===== src/pmbp_pkg.sv =====
// Package for the program memory block protection logic.
// Assumes a core clock domain; all addresses are 22-bit byte addresses.
package pmbp_pkg;
    // ------------------------------------------------------------------
    // Address map
    // ------------------------------------------------------------------
    localparam int          ADDR_W          = 22;
    localparam logic [21:0] BOOT_END        = 22'h0001ff;
    localparam logic [21:0] BLK0_END        = 22'h001fff;
    localparam logic [21:0] BLK_STEP        = 22'h002000;
    localparam logic [21:0] USER_END        = 22'h007fff;
    localparam logic [21:0] ID_BASE         = 22'h200000;
    localparam logic [21:0] ID_END          = 22'h200007;
    localparam logic [21:0] CFG_BASE        = 22'h300000;
    localparam logic [21:0] CFG_END         = 22'h3000ff;
    localparam logic [21:0] DEVID_BASE      = 22'h3ffffe;
    localparam logic [21:0] DEVID_END       = 22'h3fffff;
    // ------------------------------------------------------------------
    // Protection configuration byte addresses
    // ------------------------------------------------------------------
    localparam logic [21:0] BLOCK_EXTERNAL_ACCESS_LOCK_ADDR       = 22'h300008;
    localparam logic [21:0] BOOT_EEPROM_EXTERNAL_ACCESS_LOCK_ADDR = 22'h300009;
    localparam logic [21:0] BLOCK_TABLE_WRITE_LOCK_ADDR           = 22'h30000a;
    localparam logic [21:0] BOOT_EEPROM_CONFIG_WRITE_LOCK_ADDR    = 22'h30000b;
    localparam logic [21:0] BLOCK_FOREIGN_READ_LOCK_ADDR          = 22'h30000c;
    localparam logic [21:0] BOOT_FOREIGN_READ_LOCK_ADDR           = 22'h30000d;
    // ------------------------------------------------------------------
    // Field positions
    // ------------------------------------------------------------------
    localparam int NREG            = 5;   // Boot plus four blocks
    localparam int BOOT_IDX        = 4;   // Index of boot region in masks
    localparam int HI_EEPROM_BIT   = 7;
    localparam int HI_BOOT_BIT     = 6;
    localparam int HI_CFG_BIT      = 5;
    localparam logic [7:0] ALL_ONES = 8'hff;
    localparam logic [7:0] ZERO_BYTE = 8'h00;

    // Region code from decoder
    typedef enum logic [2:0] {
        PMBP_REG_BLK0 = 3'h0,
        PMBP_REG_BLK1 = 3'h1,
        PMBP_REG_BLK2 = 3'h2,
        PMBP_REG_BLK3 = 3'h3,
        PMBP_REG_BOOT = 3'h4,
        PMBP_REG_NONE = 3'h7
    } pmbp_region_type;

    // Core table request
    typedef struct packed {
        logic        rd;
        logic        wr;
        logic [21:0] ptr;
        logic [21:0] pc;
        logic [7:0]  wdata;
    } pmbp_core_req_type;

    // External programmer request
    typedef struct packed {
        logic        rd;
        logic        wr;
        logic        eeprom;   // Target is data EEPROM
        logic        chip_erase;
        logic        blk_erase;
        logic [21:0] addr;
        logic [7:0]  wdata;
    } pmbp_ext_req_type;

    // Protection bits: three masks with one bit per region, plus single EEPROM and config bits
    typedef struct packed {
        logic [NREG-1:0] ext_access;
        logic [NREG-1:0] tbl_write;
        logic [NREG-1:0] foreign_read;
        logic            eeprom_access;
        logic            eeprom_write;
        logic            cfg_write;
    } pmbp_prot_type;
endpackage : pmbp_pkg


===== src/pmbp_region_decode.sv =====
// Region decoder: maps a byte address onto a protection region.
// Purely combinational; used for pointer, program counter and programmer address.
`timescale 1ns/100ps
`default_nettype none
module pmbp_region_decode
    import pmbp_pkg::*;
(
    input  wire logic [21:0]     addr_i,
    output var  pmbp_region_type region_o
);
    // ------------------------------------------------------------------
    // Decode
    // ------------------------------------------------------------------
    // Boundaries are binary so comparisons stay cheap
    always_comb begin
        if (addr_i <= BOOT_END) begin
            region_o = PMBP_REG_BOOT;
        end else if (addr_i <= BLK0_END) begin
            region_o = PMBP_REG_BLK0;
        end else if (addr_i <= BLK0_END + BLK_STEP) begin
            region_o = PMBP_REG_BLK1;
        end else if (addr_i <= BLK0_END + 22'(2 * BLK_STEP)) begin
            region_o = PMBP_REG_BLK2;
        end else if (addr_i <= USER_END) begin
            region_o = PMBP_REG_BLK3;
        end else begin
            region_o = PMBP_REG_NONE;
        end
    end
endmodule : pmbp_region_decode
`default_nettype wire


===== src/pmbp_top.sv =====
// Program memory block protection: gates core table operations and
// external programmer accesses with one-time-clearable lock bits.
// Assumes a flash/EEPROM array beside it that answers in the same cycle.
// Core requests are one-cycle pulses from logic on the same clock.
`timescale 1ns/100ps
`default_nettype none
module pmbp_top
    import pmbp_pkg::*;
(
    input  wire logic              CLK_I,
    input  wire logic              RST_N_I,
    input  wire pmbp_core_req_type CORE_REQ_I,
    input  wire logic [7:0]        MEM_RDATA_I,
    input  wire pmbp_ext_req_type  EXT_REQ_I,
    output var  logic [7:0]        TABLE_LATCH_O,
    output var  logic              MEM_WR_O,
    output var  logic [21:0]       MEM_ADDR_O,
    output var  logic [7:0]        MEM_WDATA_O,
    output var  logic              EXT_RD_VALID_O,
    output var  logic [7:0]        EXT_RDATA_O,
    output var  logic              EXT_REFUSED_O,
    output var  logic              EXT_EEPROM_WR_O,
    output var  pmbp_prot_type     PROT_O
);
    // ------------------------------------------------------------------
    // State
    // ------------------------------------------------------------------
    // Everything the block remembers, registered as one word
    typedef struct packed {
        pmbp_prot_type prot;
        logic [7:0]    table_latch;
        logic          mem_wr;
        logic [21:0]   mem_addr;
        logic [7:0]    mem_wdata;
        logic          ext_rd_valid;
        logic [7:0]    ext_rdata;
        logic          ext_refused;
        logic          ext_eeprom_wr;
    } pmbp_state_type;

    // Register and its next value
    pmbp_state_type  state_q;
    pmbp_state_type  state_d;
    // Decoder results for the request in this cycle
    pmbp_region_type ptr_region;
    pmbp_region_type pc_region;
    pmbp_region_type ext_region;

    // ------------------------------------------------------------------
    // Region decoders
    // ------------------------------------------------------------------
    // Pointer and PC decoded side by side so the read check is single cycle
    pmbp_region_decode u_ptr_dec (
        .addr_i   (CORE_REQ_I.ptr),
        .region_o (ptr_region)
    );
    pmbp_region_decode u_pc_dec (
        .addr_i   (CORE_REQ_I.pc),
        .region_o (pc_region)
    );
    // Programmer has its own decoder so both paths run at once
    pmbp_region_decode u_ext_dec (
        .addr_i   (EXT_REQ_I.addr),
        .region_o (ext_region)
    );

    // ------------------------------------------------------------------
    // Helpers
    // ------------------------------------------------------------------
    // Index into the per-region masks; NONE means no lock applies
    // The guard keeps code 7 from indexing past the five-bit masks
    function automatic logic lock_open(input logic [NREG-1:0] mask,
                                       input pmbp_region_type r);
        if (r == PMBP_REG_NONE) begin
            return 1'b1;
        end
        return mask[r];
    endfunction : lock_open

    // Read image of a lock byte, unused positions zero
    // Lock bytes live here, not in the array, so reads never reach it
    function automatic logic [7:0] lock_byte(input pmbp_prot_type p,
                                             input logic [21:0] a);
        logic [7:0] v;
        v = ZERO_BYTE;
        unique case (a)
            BLOCK_EXTERNAL_ACCESS_LOCK_ADDR:
                v[NREG-2:0] = p.ext_access[NREG-2:0];
            BOOT_EEPROM_EXTERNAL_ACCESS_LOCK_ADDR: begin
                v[HI_EEPROM_BIT] = p.eeprom_access;
                v[HI_BOOT_BIT]   = p.ext_access[BOOT_IDX];
            end
            BLOCK_TABLE_WRITE_LOCK_ADDR:
                v[NREG-2:0] = p.tbl_write[NREG-2:0];
            BOOT_EEPROM_CONFIG_WRITE_LOCK_ADDR: begin
                v[HI_EEPROM_BIT] = p.eeprom_write;
                v[HI_BOOT_BIT]   = p.tbl_write[BOOT_IDX];
                v[HI_CFG_BIT]    = p.cfg_write;
            end
            BLOCK_FOREIGN_READ_LOCK_ADDR:
                v[NREG-2:0] = p.foreign_read[NREG-2:0];
            BOOT_FOREIGN_READ_LOCK_ADDR:
                v[HI_BOOT_BIT]   = p.foreign_read[BOOT_IDX];
            default: v = ZERO_BYTE;
        endcase
        return v;
    endfunction : lock_byte

    // Apply a byte write; AND keeps bits one-way toward zero
    // Only programmer writes, marked by from_ext, reach the config lock
    function automatic pmbp_prot_type lock_write(input pmbp_prot_type p,
                                                 input logic [21:0] a,
                                                 input logic [7:0] d,
                                                 input logic from_ext);
        pmbp_prot_type n;
        n = p;
        unique case (a)
            BLOCK_EXTERNAL_ACCESS_LOCK_ADDR:
                n.ext_access[NREG-2:0] = p.ext_access[NREG-2:0] & d[NREG-2:0];
            BOOT_EEPROM_EXTERNAL_ACCESS_LOCK_ADDR: begin
                n.eeprom_access        = p.eeprom_access & d[HI_EEPROM_BIT];
                n.ext_access[BOOT_IDX] = p.ext_access[BOOT_IDX] & d[HI_BOOT_BIT];
            end
            BLOCK_TABLE_WRITE_LOCK_ADDR:
                n.tbl_write[NREG-2:0] = p.tbl_write[NREG-2:0] & d[NREG-2:0];
            BOOT_EEPROM_CONFIG_WRITE_LOCK_ADDR: begin
                n.eeprom_write        = p.eeprom_write & d[HI_EEPROM_BIT];
                n.tbl_write[BOOT_IDX] = p.tbl_write[BOOT_IDX] & d[HI_BOOT_BIT];
                if (from_ext) begin
                    n.cfg_write = p.cfg_write & d[HI_CFG_BIT];
                end
            end
            BLOCK_FOREIGN_READ_LOCK_ADDR:
                n.foreign_read[NREG-2:0] = p.foreign_read[NREG-2:0] & d[NREG-2:0];
            BOOT_FOREIGN_READ_LOCK_ADDR:
                n.foreign_read[BOOT_IDX] = p.foreign_read[BOOT_IDX] & d[HI_BOOT_BIT];
            default: n = p;
        endcase
        return n;
    endfunction : lock_write

    // ------------------------------------------------------------------
    // Next state
    // ------------------------------------------------------------------
    // Address class of the core pointer
    logic in_user;
    logic in_id;
    logic in_cfg;
    logic in_devid;
    logic in_lock;
    // Permission results for this cycle's requests
    logic wr_ok;
    logic rd_ok;
    logic ext_ok;
    logic ext_in_lock;

    // One pass serves core and programmer; programmer writes land after core writes, erase last
    always_comb begin
        // Pulses fall back low unless a request raises them this cycle
        state_d = state_q;
        state_d.mem_wr        = 1'b0;
        state_d.ext_rd_valid  = 1'b0;
        state_d.ext_refused   = 1'b0;
        state_d.ext_eeprom_wr = 1'b0;
        // Classify the pointer once; both core table branches below reuse it
        in_user  = CORE_REQ_I.ptr <= USER_END;
        in_id    = (CORE_REQ_I.ptr >= ID_BASE) && (CORE_REQ_I.ptr <= ID_END);
        in_cfg   = (CORE_REQ_I.ptr >= CFG_BASE) && (CORE_REQ_I.ptr <= CFG_END);
        in_devid = (CORE_REQ_I.ptr >= DEVID_BASE) && (CORE_REQ_I.ptr <= DEVID_END);
        // Lock bytes sit inside the configuration window
        in_lock  = (CORE_REQ_I.ptr >= BLOCK_EXTERNAL_ACCESS_LOCK_ADDR)
                && (CORE_REQ_I.ptr <= BOOT_FOREIGN_READ_LOCK_ADDR);
        ext_in_lock = (EXT_REQ_I.addr >= BLOCK_EXTERNAL_ACCESS_LOCK_ADDR)
                   && (EXT_REQ_I.addr <= BOOT_FOREIGN_READ_LOCK_ADDR);
        // External-access bits are not consulted on the core path
        wr_ok = (in_user && lock_open(state_q.prot.tbl_write, ptr_region))
             || in_id || (in_cfg && state_q.prot.cfg_write);
        // Same-region reads always pass; foreign reads need the bit set
        // A pointer outside user memory has no region lock at all
        rd_ok = (ptr_region == pc_region)
             || lock_open(state_q.prot.foreign_read, ptr_region);

        // ------------------------------------------------------------------
        // Core table path
        // ------------------------------------------------------------------
        // Core table read: latch data, or zeros when blocked
        // Latch keeps its value between reads, as the core expects
        if (CORE_REQ_I.rd) begin
            if (in_lock) begin
                state_d.table_latch = lock_byte(state_q.prot, CORE_REQ_I.ptr);
            end else if (in_user && !rd_ok) begin
                state_d.table_latch = ZERO_BYTE;
            end else if (in_user || in_id || in_cfg || in_devid) begin
                state_d.table_latch = MEM_RDATA_I;
            end else begin
                state_d.table_latch = ZERO_BYTE;
            end
        end
        // Core table write: suppressed writes leave everything untouched
        // A dropped write raises nothing, so the core cannot see it
        if (CORE_REQ_I.wr && wr_ok) begin
            if (in_lock) begin
                state_d.prot = lock_write(state_d.prot, CORE_REQ_I.ptr,
                                          CORE_REQ_I.wdata, 1'b0);
            end else begin
                state_d.mem_wr    = 1'b1;
                state_d.mem_addr  = CORE_REQ_I.ptr;
                state_d.mem_wdata = CORE_REQ_I.wdata;
            end
        end

        // ------------------------------------------------------------------
        // External programmer path
        // ------------------------------------------------------------------
        // Requests are judged against the locks as they stood last cycle
        if (EXT_REQ_I.eeprom) begin
            // Core EEPROM access is elsewhere and never gated here
            ext_ok = state_q.prot.eeprom_access
                  && (!EXT_REQ_I.wr || state_q.prot.eeprom_write);
        end else begin
            ext_ok = lock_open(state_q.prot.ext_access, ext_region);
        end
        // Refused reads still answer, with zero data, so nothing waits
        if (EXT_REQ_I.rd) begin
            state_d.ext_rd_valid = 1'b1;
            state_d.ext_refused  = !ext_ok;
            state_d.ext_rdata    = ZERO_BYTE;
            if (ext_ok && !EXT_REQ_I.eeprom) begin
                state_d.ext_rdata = ext_in_lock ? lock_byte(state_q.prot, EXT_REQ_I.addr)
                                                : MEM_RDATA_I;
            end
        end
        // Applied after the core's write, so both clears land together
        if (EXT_REQ_I.wr) begin
            state_d.ext_refused = !ext_ok;
            if (ext_ok) begin
                state_d.prot = lock_write(state_d.prot, EXT_REQ_I.addr,
                                          EXT_REQ_I.wdata, 1'b1);
                state_d.ext_eeprom_wr = EXT_REQ_I.eeprom;
            end
        end

        // ------------------------------------------------------------------
        // Erase
        // ------------------------------------------------------------------
        // Erase only arrives on the programmer port; erase wins over clears
        // Block erase reopens every lock; per-block erase is not modelled
        if (EXT_REQ_I.chip_erase || EXT_REQ_I.blk_erase) begin
            state_d.prot = '1;
        end
    end

    // ------------------------------------------------------------------
    // Registers
    // ------------------------------------------------------------------
    // Reset leaves locks open, standing in for an erased part
    // Limitation: locks are volatile here, unlike nonvolatile cells
    // Synchronous reset, so no state survives it
    always_ff @(posedge CLK_I) begin
        if (!RST_N_I) begin
            state_q      <= '0;
            state_q.prot <= '1;
        end else begin
            state_q <= state_d;
        end
    end

    // ------------------------------------------------------------------
    // Outputs
    // ------------------------------------------------------------------
    // Every output is a register bit, nothing combinational leaves
    assign TABLE_LATCH_O   = state_q.table_latch;
    assign MEM_WR_O        = state_q.mem_wr;
    assign MEM_ADDR_O      = state_q.mem_addr;
    assign MEM_WDATA_O     = state_q.mem_wdata;
    assign EXT_RD_VALID_O  = state_q.ext_rd_valid;
    assign EXT_RDATA_O     = state_q.ext_rdata;
    assign EXT_REFUSED_O   = state_q.ext_refused;
    assign EXT_EEPROM_WR_O = state_q.ext_eeprom_wr;
    assign PROT_O          = state_q.prot;
endmodule : pmbp_top
`default_nettype wire


===== config.mk =====
export PLATFORM = sky130hd
export DESIGN_NAME = pmbp_top
export DESIGN_NICKNAME = d
export VERILOG_FILES = /design/src/pmbp_pkg.sv /design/src/pmbp_region_decode.sv /design/src/pmbp_top.sv
export SDC_FILE = /design/constraint.sdc
export NUM_CORES = 1
export LEC_CHECK = 0
export BUFFER_PORTS_ARGS = -buffer_cell sky130_fd_sc_hd__buf_2
export CORE_MARGIN = 2
export CORE_UTILIZATION = 35
export CTS_BUF_LIST = sky130_fd_sc_hd__clkbuf_8
export CTS_CLUSTER_SIZE = 24
export DETAILED_ROUTE_END_ITERATION = 8
export GPL_ROUTABILITY_DRIVEN = 0
export PLACE_DENSITY_LB_ADDON = 0.3
export SLEW_MARGIN = 20
export SYNTH_ARGS = -nofsm -noshare
export SYNTH_HDL_FRONTEND = slang
export SYNTH_SLANG_ARGS = --single-unit

===== constraint.sdc =====
create_clock -name CLK_I -period 5.4 [get_ports CLK_I]
set_input_delay 1.08 -clock CLK_I [delete_from_list [all_inputs] [get_ports CLK_I]]
set_output_delay 1.08 -clock CLK_I [all_outputs]
set_load 0.03 [all_outputs]

==> results of run 1 <==
per-stage QoR:
step	setup WS, ns	utilization, %	hold slack, ns	std cells
floorplan	2.50	-	0.582	439
global placement	1.60	44.0	0.440	707
detailed placement	1.70	44.3	0.444	708
CTS	2.07	46.1	0.460	724
global route	1.80	46.1	0.479	724
finish	2.07	46.1	0.457	724
critical path, cell delays in order:
cell and delay (ns):
sky130_fd_sc_hd__buf_2 0.12, sky130_fd_sc_hd__nor4_2 0.54, sky130_fd_sc_hd__nand2_1 0.29, sky130_fd_sc_hd__nor3_1 0.29, sky130_fd_sc_hd__a21oi_2 0.19, sky130_fd_sc_hd__a21oi_4 0.61, sky130_fd_sc_hd__buf_16 0.24, sky130_fd_sc_hd__and3b_1 0.19
final cells by class:
| class | instances | area share, % |
|---|---|---|
| repair buffers | 158 | 17.2 |
| clock inverters | 4 | 0.344 |
| inverters | 4 | 0.317 |
| multi-input cells | 342 | 46.3 |
| flip-flops and latches | 68 | 28.8 |
| well taps | 136 | 3.59 |
| clock buffers | 12 | 3.49 |
registers in the layout (all words and copies together), names as in the netlist:
name,cells
EXT_REFUSED_O,1
PROT_O,18
MEM_ADDR_O,22
EXT_EEPROM_WR_O,1
MEM_WDATA_O,8
MEM_WR_O,1
EXT_RD_VALID_O,1
EXT_RDATA_O,8
TABLE_LATCH_O,8
layout by cell type (no fill, tap or decap), types with 2 or more instances in the layout:
cell                       instances
sky130_fd_sc_hd__dfxtp_1          68
sky130_fd_sc_hd__o21ai_0          15
sky130_fd_sc_hd__nand2b_1         10
sky130_fd_sc_hd__o211ai_1          3
sky130_fd_sc_hd__and2_1            3
sky130_fd_sc_hd__nand3b_1          3
sky130_fd_sc_hd__mux2i_1          32
sky130_fd_sc_hd__o22ai_1           3
sky130_fd_sc_hd__a21oi_1          23
sky130_fd_sc_hd__nand2_1          74
sky130_fd_sc_hd__mux2_2            4
sky130_fd_sc_hd__and3b_1           5
sky130_fd_sc_hd__or4_1             6
sky130_fd_sc_hd__nand3_1          24
sky130_fd_sc_hd__nor3_2            3
sky130_fd_sc_hd__o32ai_1          13
sky130_fd_sc_hd__a22oi_1           4
sky130_fd_sc_hd__nor2_1           26
sky130_fd_sc_hd__nor2b_1           5
sky130_fd_sc_hd__nor3_1           13
sky130_fd_sc_hd__buf_2           156
sky130_fd_sc_hd__or2_2             4
sky130_fd_sc_hd__a31oi_1           2
sky130_fd_sc_hd__nor4b_1           3
sky130_fd_sc_hd__nand4_1          12
sky130_fd_sc_hd__o32ai_2           2
sky130_fd_sc_hd__nor4_1           10
sky130_fd_sc_hd__and3_1            4
sky130_fd_sc_hd__inv_1             7
sky130_fd_sc_hd__nor4_4            3
sky130_fd_sc_hd__a32oi_1           5
sky130_fd_sc_hd__nor4_2            2
sky130_fd_sc_hd__clkbuf_8         12
sky130_fd_sc_hd__a21boi_0          2
power groups by stage:
stage	Sequential [W]	Combinational (W)	Clock, W
floorplan	0.000533	0.0000551	0
global placement	0.000521	0.000125	0
detailed placement	0.000522	0.000128	0
CTS	0.000510	0.000128	0.000392
global route	0.000510	0.000141	0.000421
finish	0.000510	0.000129	0.000382
metal layers:
metal,routed length (um),up-vias,track usage (%)
li1,-,1916,-
met4,242,0,8.72
met5,0,-,0
met3,653,17,3.10
met2,5580,148,33.4
met1,5290,1827,27.1
worst paths after layout:
check	endpoint	depth (start not counted)	from	slack [ns]
min reg2reg	MEM_ADDR_O[12]	2	MEM_ADDR_O[12]	0.46
max	MEM_ADDR_O[17]	8	CORE_REQ_I[48]	2.07
min	MEM_ADDR_O[12]	2	MEM_ADDR_O[12]	0.46
max reg2reg	MEM_ADDR_O[17]	7	PROT_O[0]	3.13
logic make-up (layout without fill, tap and decap cells):
family | count (synthesis) | in the layout | share of synthesized area, %
multiplexers | 37 | 37 | 10.5
AND/OR/NAND/NOR | 218 | 218 | 32.1
flip-flops | 68 | 68 | 36.8
buffers and inverters | 29 | 178 | 4.02
XOR/XNOR | 1 | 1 | 0.237
AO/OA/AOI/OAI | 86 | 86 | 16.4
==> impl.org, run 1 <==
** Route
- After detailed routing, the average wire length per cell comes to 16.3 um.
- Via count normalized by instance count :: 5.40
- Final antenna-violating net count :: 0
- The detailed router placed 3908 vias in this run.
- Starting DRC count in detailed routing :: 239
- The pre-antenna-repair detailed-routing pass consisted of 5 iterations.
- Final routed DRC violation total :: 0
- Total wire length :: 11800 um

** Synth
- After synthesis, the cell types taking the most area are sky130_fd_sc_hd__dfxtp_1 (37%), sky130_fd_sc_hd__mux2i_1 (8.7%), sky130_fd_sc_hd__nand2_1 (7.5%).
- Share of synthesized flip-flops with an asynchronous set or reset :: 0%
- Fraction of post-synthesis cell area in the top cell type by area :: 36.8%
- Counting distinct cell types in the post-synthesis netlist gives 60.
- Post-synthesis sequential area ratio :: 36.8%
- By instance count, the leading cell after synthesis is sky130_fd_sc_hd__nand2_1.
- In this run the cell area of the synthesized design comes to 3700 um^2.
- Number of warning messages in the yosys log :: 0
- Register bit count reported by yosys :: 68
- In this run, synthesis inferred 0 flip-flops with an integrated enable.
- The number of nets in the synthesized netlist is 538.
- The most used flip-flop cell after synthesis is sky130_fd_sc_hd__dfxtp_1.
- The largest total area in the synthesized netlist belongs to sky130_fd_sc_hd__dfxtp_1.
- In the synthesized netlist, the number of instances is 439.
- Each instance of the synthesized netlist takes up on average 8.43 um^2.
- Most frequent cells after synthesis :: sky130_fd_sc_hd__nand2_1 (74), sky130_fd_sc_hd__dfxtp_1 (68), sky130_fd_sc_hd__mux2i_1 (32)

** STA
- Final number of setup-violating endpoints :: 0
- Time the worst path needs with I/O delays and setup :: 3.33 ns
- In the finished design, the share of the clock period the worst path needs comes to 61.6%.
- Setup repair after global routing left no endpoint under its margin.
- Worst Clk Skew :: 0.0110 ns
- Total Negative Setup Slacks :: 0 ns
- The number of max-slew violations in the final report came to 0.
- For this run, the top clock speed supported by timing is 300 MHz.
- At the pin with the least slew margin, the transition time is 0.772 ns.
- The number of failing hold endpoints at the final stage came to 0.
- The worst pin sits at a relative slew slack of 48.4%.

** Pwr
- Static power due to leakage :: 1.89 nW
- Combinational cell fraction of total power :: 12.6%
- For this design the total switching power over the nets is 0.000266 W.
- Sequential share of power :: 50.0%
- The clock network accounts for 37.4% of the total power.
- Worst vdd ir :: 0.0913 mV
- Of the total power, the share spent switching nets is 26.1%.
- Power comes to 0.00102 W.
- Power per cell area :: 216 nW/um^2
- Cell internal power was estimated by the tool at 0.000755 W.

** Clocking
- For the worst-skew pair, the clock arrives at the later sink with an insertion delay of 0.35 ns.
- Depth of the CTS H-tree :: 3
- Counting the buffers created by CTS gives 9.
- Maximum root-to-sink buffer count :: 2
- # resized after CTS :: 0
- Post-CTS setup buffer count :: 0
- Clock tree from TritonCTS :: built
- Clk pin slew, worst setup/hold paths :: 0.07 ns
- CTS saw 68 sinks.
- Post-cts hold buffer count :: 0
- Clock Root Buffer :: sky130_fd_sc_hd__clkbuf_8

** Worst hold path
- The tightest min-delay check is of the flip-flop to flip-flop type.

** Worst setup path
- STA classifies the critical path startpoint as an input pin.
- Endpoint required time on the critical path :: 5.64 ns
- Top fanout value on the critical path :: 16
- Type of element capturing the critical path :: flip-flop
- Critical path type :: input pin to flip-flop
- Worst endpoint data arrival time :: 3.57 ns

** Floorplanning
- The floorplan step defined a die boundary enclosing 11400 um^2.
- The initial utilization of the core area, before any placement, comes to 36.0%.
- Die Ht :: 107 um
- X dimension of the die :: 107 um
- Core Rows :: 37
- Number of top-level design ports :: 167
- After floorplanning, the core was sized to cover 10300 um^2.

** Cells and area
- Summing all non-filler instances in the final layout gives an area of 4730 um^2.
- In the final layout, the share of cells above drive strength 1 is 33.2%.
- In the final layout, the multi-input gates occupy 2190 um^2.
- Across the whole layout, storage elements account for 1360 um^2.
- 0 antenna diodes ended up in the layout.
- Number of nets at the end of the flow :: 682
- Layout-stage area growth over the synthesis result :: 27.9%
- Fill cells :: 1053

** GRT
- Entering global routing, the biggest net connects 70 pins.
- Via count of the first global-routing pass :: 3564
- For this run, the total global-route usage over all layers was measured as 20.5%.
- Antenna violations before repair :: 0
- Global route overflow :: 0
- The first global-routing pass estimated 18500 um of wire.

** Job
- Across the run, the number of max-cap violations was 0.

** Placed design
- In this run the tool buffered the top-level ports with 156 buffer cells.
- Once placement finished, the instance area stood at 4550 um^2.
- Post-detailed-placement half-perimeter wirelength :: 9100 um

** Outcome
- The flow ran to the end, and the final reports show no timing, DRC or antenna violations.
Power figures use the tool's default switching activity.
==> inputs of run 2 (changes only) <==
==> constraint.sdc (replaced) <==
create_clock -name CLK_I -period 2.8 [get_ports CLK_I]
set_input_delay 0.56 -clock CLK_I [delete_from_list [all_inputs] [get_ports CLK_I]]
set_output_delay 0.56 -clock CLK_I [all_outputs]
set_load 0.03 [all_outputs]
==> run 2 against run 1 <==
Net effect: worst hold slack worse by 0.020 ns; largest cell class unchanged; critical path type unchanged; combinational power is 95% higher; final area is 1.8% higher; wire length is 2.7% higher; sequential share of layout area is 0.52 points lower; sequential cell count stayed put; total power is 110% higher; setup slack worse by 1.6 ns.
==> impl.org, run 2 (same netlist as run 1, synthesis figures left out) <==
** Outcome
- The flow ran to the end, and the final reports show no timing, DRC or antenna violations.

** Route
- Final routed DRC violation total :: 0 (unchanged)
- Max Used Layer :: met4
- The detailed router's first-iteration violation count was 216 (-9.6%).
- Number of iterations in the first detailed-routing pass :: 4 (-1)
- Routed met1 length :: 5300 um (+0.21%)
- The met3 layer wire length in the routed design came to 710 um (+8.7%).
- The number of routed nets with antenna violations came to 0 (unchanged).
- The sum of routed wire length over all layers came to 12100 um (+2.7%).
- The total vias in the final route was 4006 (+2.5%).
- Detailed-routed wire length on met2 :: 5750 um (+3.0%)
- The number of vias per cell is 5.47 (+1.4%).
- The average wire per standard cell was 16.5 um (+1.5%).

** GRT
- Global route overflow :: 0 (unchanged)
- GRT Overall Usage :: 21.1% (+0.54 points)
- The number of antenna violations at the first check in global routing is 0 (unchanged).
- Global-route wire length before repair :: 18800 um (+1.3%)
- Via count of the first global-routing pass :: 3763 (+5.6%)
- The maximum number of pins on one net before global-route repair is 43 (-39%).

** Placed design
- The number of instances in the placed design was 716 (+1.1%).
- The count of buffers from port buffering came to 156 (unchanged).
- Post-detailed-placement half-perimeter wirelength :: 9400 um (+3.3%)

** Clocking
- The number of H-tree levels came to 3 (unchanged).
- # resized after CTS :: 0 (unchanged)
- Clock tree from TritonCTS :: built
- Num CTS Buffers :: 9 (unchanged)
- The later-pin clock latency in the skew report is 0.36 ns (about the same).
- Clk pin slew, worst setup/hold paths :: 0.08 ns (about the same)
- Total clock sinks :: 68 (unchanged)
- The buffer depth of the longest clock path was 2 (unchanged).
- Post-cts hold buffer count :: 0 (unchanged)
- The number of buffers inserted to repair setup after CTS is 0 (unchanged).
- Clock Root Buffer :: sky130_fd_sc_hd__clkbuf_8

** Cells and area
- The flip-flop count of the largest register after layout came to 22 (unchanged).
- Final instance count without filler cells :: 732 (+1.1%)
- Fraction of final layout cells sized beyond drive strength 1 :: 34.4% (+1.2 points)
- The count of inserted antenna diode cells was 0 (unchanged).
- The number of nets in the final layout was 690 (+1.2%).
- The library cells used most frequently in the layout, excluding fill and tap cells, are sky130_fd_sc_hd__buf_2 (156), sky130_fd_sc_hd__nand2_1 (74), sky130_fd_sc_hd__dfxtp_1 (68).
- Layout-stage area growth over the synthesis result :: 30.3%
- Most common cell after layout, fill and taps aside :: sky130_fd_sc_hd__buf_2

** Pwr
- Power per cell area :: 443 nW/um^2 (+110%)
- Static power due to leakage :: 1.94 nW (+2.5%)
- Total power consumption of the routed design :: 0.00214 W (+110%)
- The peak supply drop came to 0.222 mV (+140%).

** STA
- The number of max-slew violations in the final report was 0 (unchanged).
- The worst-margin pin slew was 0.706 ns (-0.0658 ns).
- Max Clk Rate :: 429 MHz
- Setup repair after global routing left no endpoint under its margin.
- Final-report hold violation count :: 0 (unchanged)
- Final number of setup-violating endpoints :: 0 (unchanged)
- The tightest slew margin relative to the limit came to 52.9% (+4.5 points).
- Worst Clk Skew :: 0.0108 ns (-0.000205 ns)
- The final critical path takes up 83.2% of the cycle.
- The worst path in the final design needs a cycle of 2.33 ns, including I/O delays and setup.
- Worst-case hold slack :: 0.437 ns (-0.0200 ns)
- The total negative setup slack is 0 ns (unchanged).

** Floorplanning
- X dimension of the die :: 107 um (unchanged)
- Die Ht :: 107 um (unchanged)
- Die Footprint :: 11400 um^2 (unchanged)
- The initial cell density of the core came to 36.0% (unchanged).
- The standard cell core area came to 10300 um^2 (unchanged).
- The boundary pin count came to 167 (unchanged).
- Core Rows :: 37 (unchanged)

** Worst setup path
- The data arrival at the endpoint of the critical path came to 2.58 ns (-0.99 ns).
- Critical path type :: input pin to flip-flop
- The largest fanout on the critical path is 31 (+15).
- Kind of launch point of the worst setup path :: input pin
- The worst setup path is captured at a flip-flop.
- The critical path data required time was 3.05 ns (-2.59 ns).

** Worst hold path
- In this run the worst hold path is classified as input pin to flip-flop.

** Job
- The count of maximum capacitance violations was 0 (unchanged).
## run 2: changes by cell type in the layout (fill, tap and decap cells not counted)
| cell | previous run | this run |
|---|---|---|
| sky130_fd_sc_hd__buf_12 | 0 | 1 |
| sky130_fd_sc_hd__buf_16 | 1 | 0 |
| sky130_fd_sc_hd__buf_4 | 1 | 9 |
| sky130_fd_sc_hd__bufinv_16 | 0 | 2 |
| sky130_fd_sc_hd__clkbuf_8 | 12 | 10 |
| sky130_fd_sc_hd__clkinv_2 | 1 | 3 |
| sky130_fd_sc_hd__inv_1 | 7 | 5 |
## run 2: report_power, final
| group | internal (W) | leakage (nW) | switching [W] | total (W) |
|---|---|---|---|---|
| Sequential | 0.000978 | 0.551 | 0.00000552 | 0.000984 |
| Clock | 0.000518 | 0.117 | 0.000385 | 0.000903 |
| Combinational | 0.0000969 | 1.27 | 0.000155 | 0.000252 |
| Total | 0.00159 | 1.94 | 0.000545 | 0.00214 |
## run 2: layout make-up
class	count	area, um^2
clock inverter	6	78.8
timing repair buffer	166	868
sequential	68	1360
multi-input combinational	342	2190
fill	1049	5460
clock buffer	10	138
tap	136	170
inverter	4	15.0
## run 2: critical path, stage by stage
cell	delay, ns
sky130_fd_sc_hd__buf_2	0.12
sky130_fd_sc_hd__nor4_2	0.52
sky130_fd_sc_hd__nand2_1	0.28
sky130_fd_sc_hd__nor3_1	0.28
sky130_fd_sc_hd__a21oi_2	0.19
sky130_fd_sc_hd__a21oi_4	0.18
sky130_fd_sc_hd__buf_12	0.24
sky130_fd_sc_hd__and3b_1	0.20
## run 2: path summary, 6_finish.rpt
check	end	cells past startpoint	startpoint	slack, ns
min	PROT_O[0]	3	EXT_REQ_I[5]	0.44
min reg2reg	MEM_ADDR_O[9]	2	MEM_ADDR_O[9]	0.46
max	MEM_ADDR_O[18]	8	CORE_REQ_I[48]	0.47
max reg2reg	MEM_ADDR_O[18]	7	PROT_O[8]	0.87
## run 2: layer usage
metal,GRT usage (%),up-vias
met5,0,-
met4,9.93,0
met2,34.8,148
met1,26.7,1898
li1,-,1936
met3,3.59,24
## run 2: metrics by stage
stage | area [um^2] | setup slack (ns) | utilization (%)
6_report | 4820 | 0.472 | 46.9
5_1_grt | 4820 | 0.173 | 46.9
4_1_cts | 4820 | 0.481 | 46.9
3_5_place_dp | 4610 | 0.105 | 44.8
3_3_place_gp | 4610 | 0.128 | 44.8
2_1_floorplan | 3700 | 0.417 | -
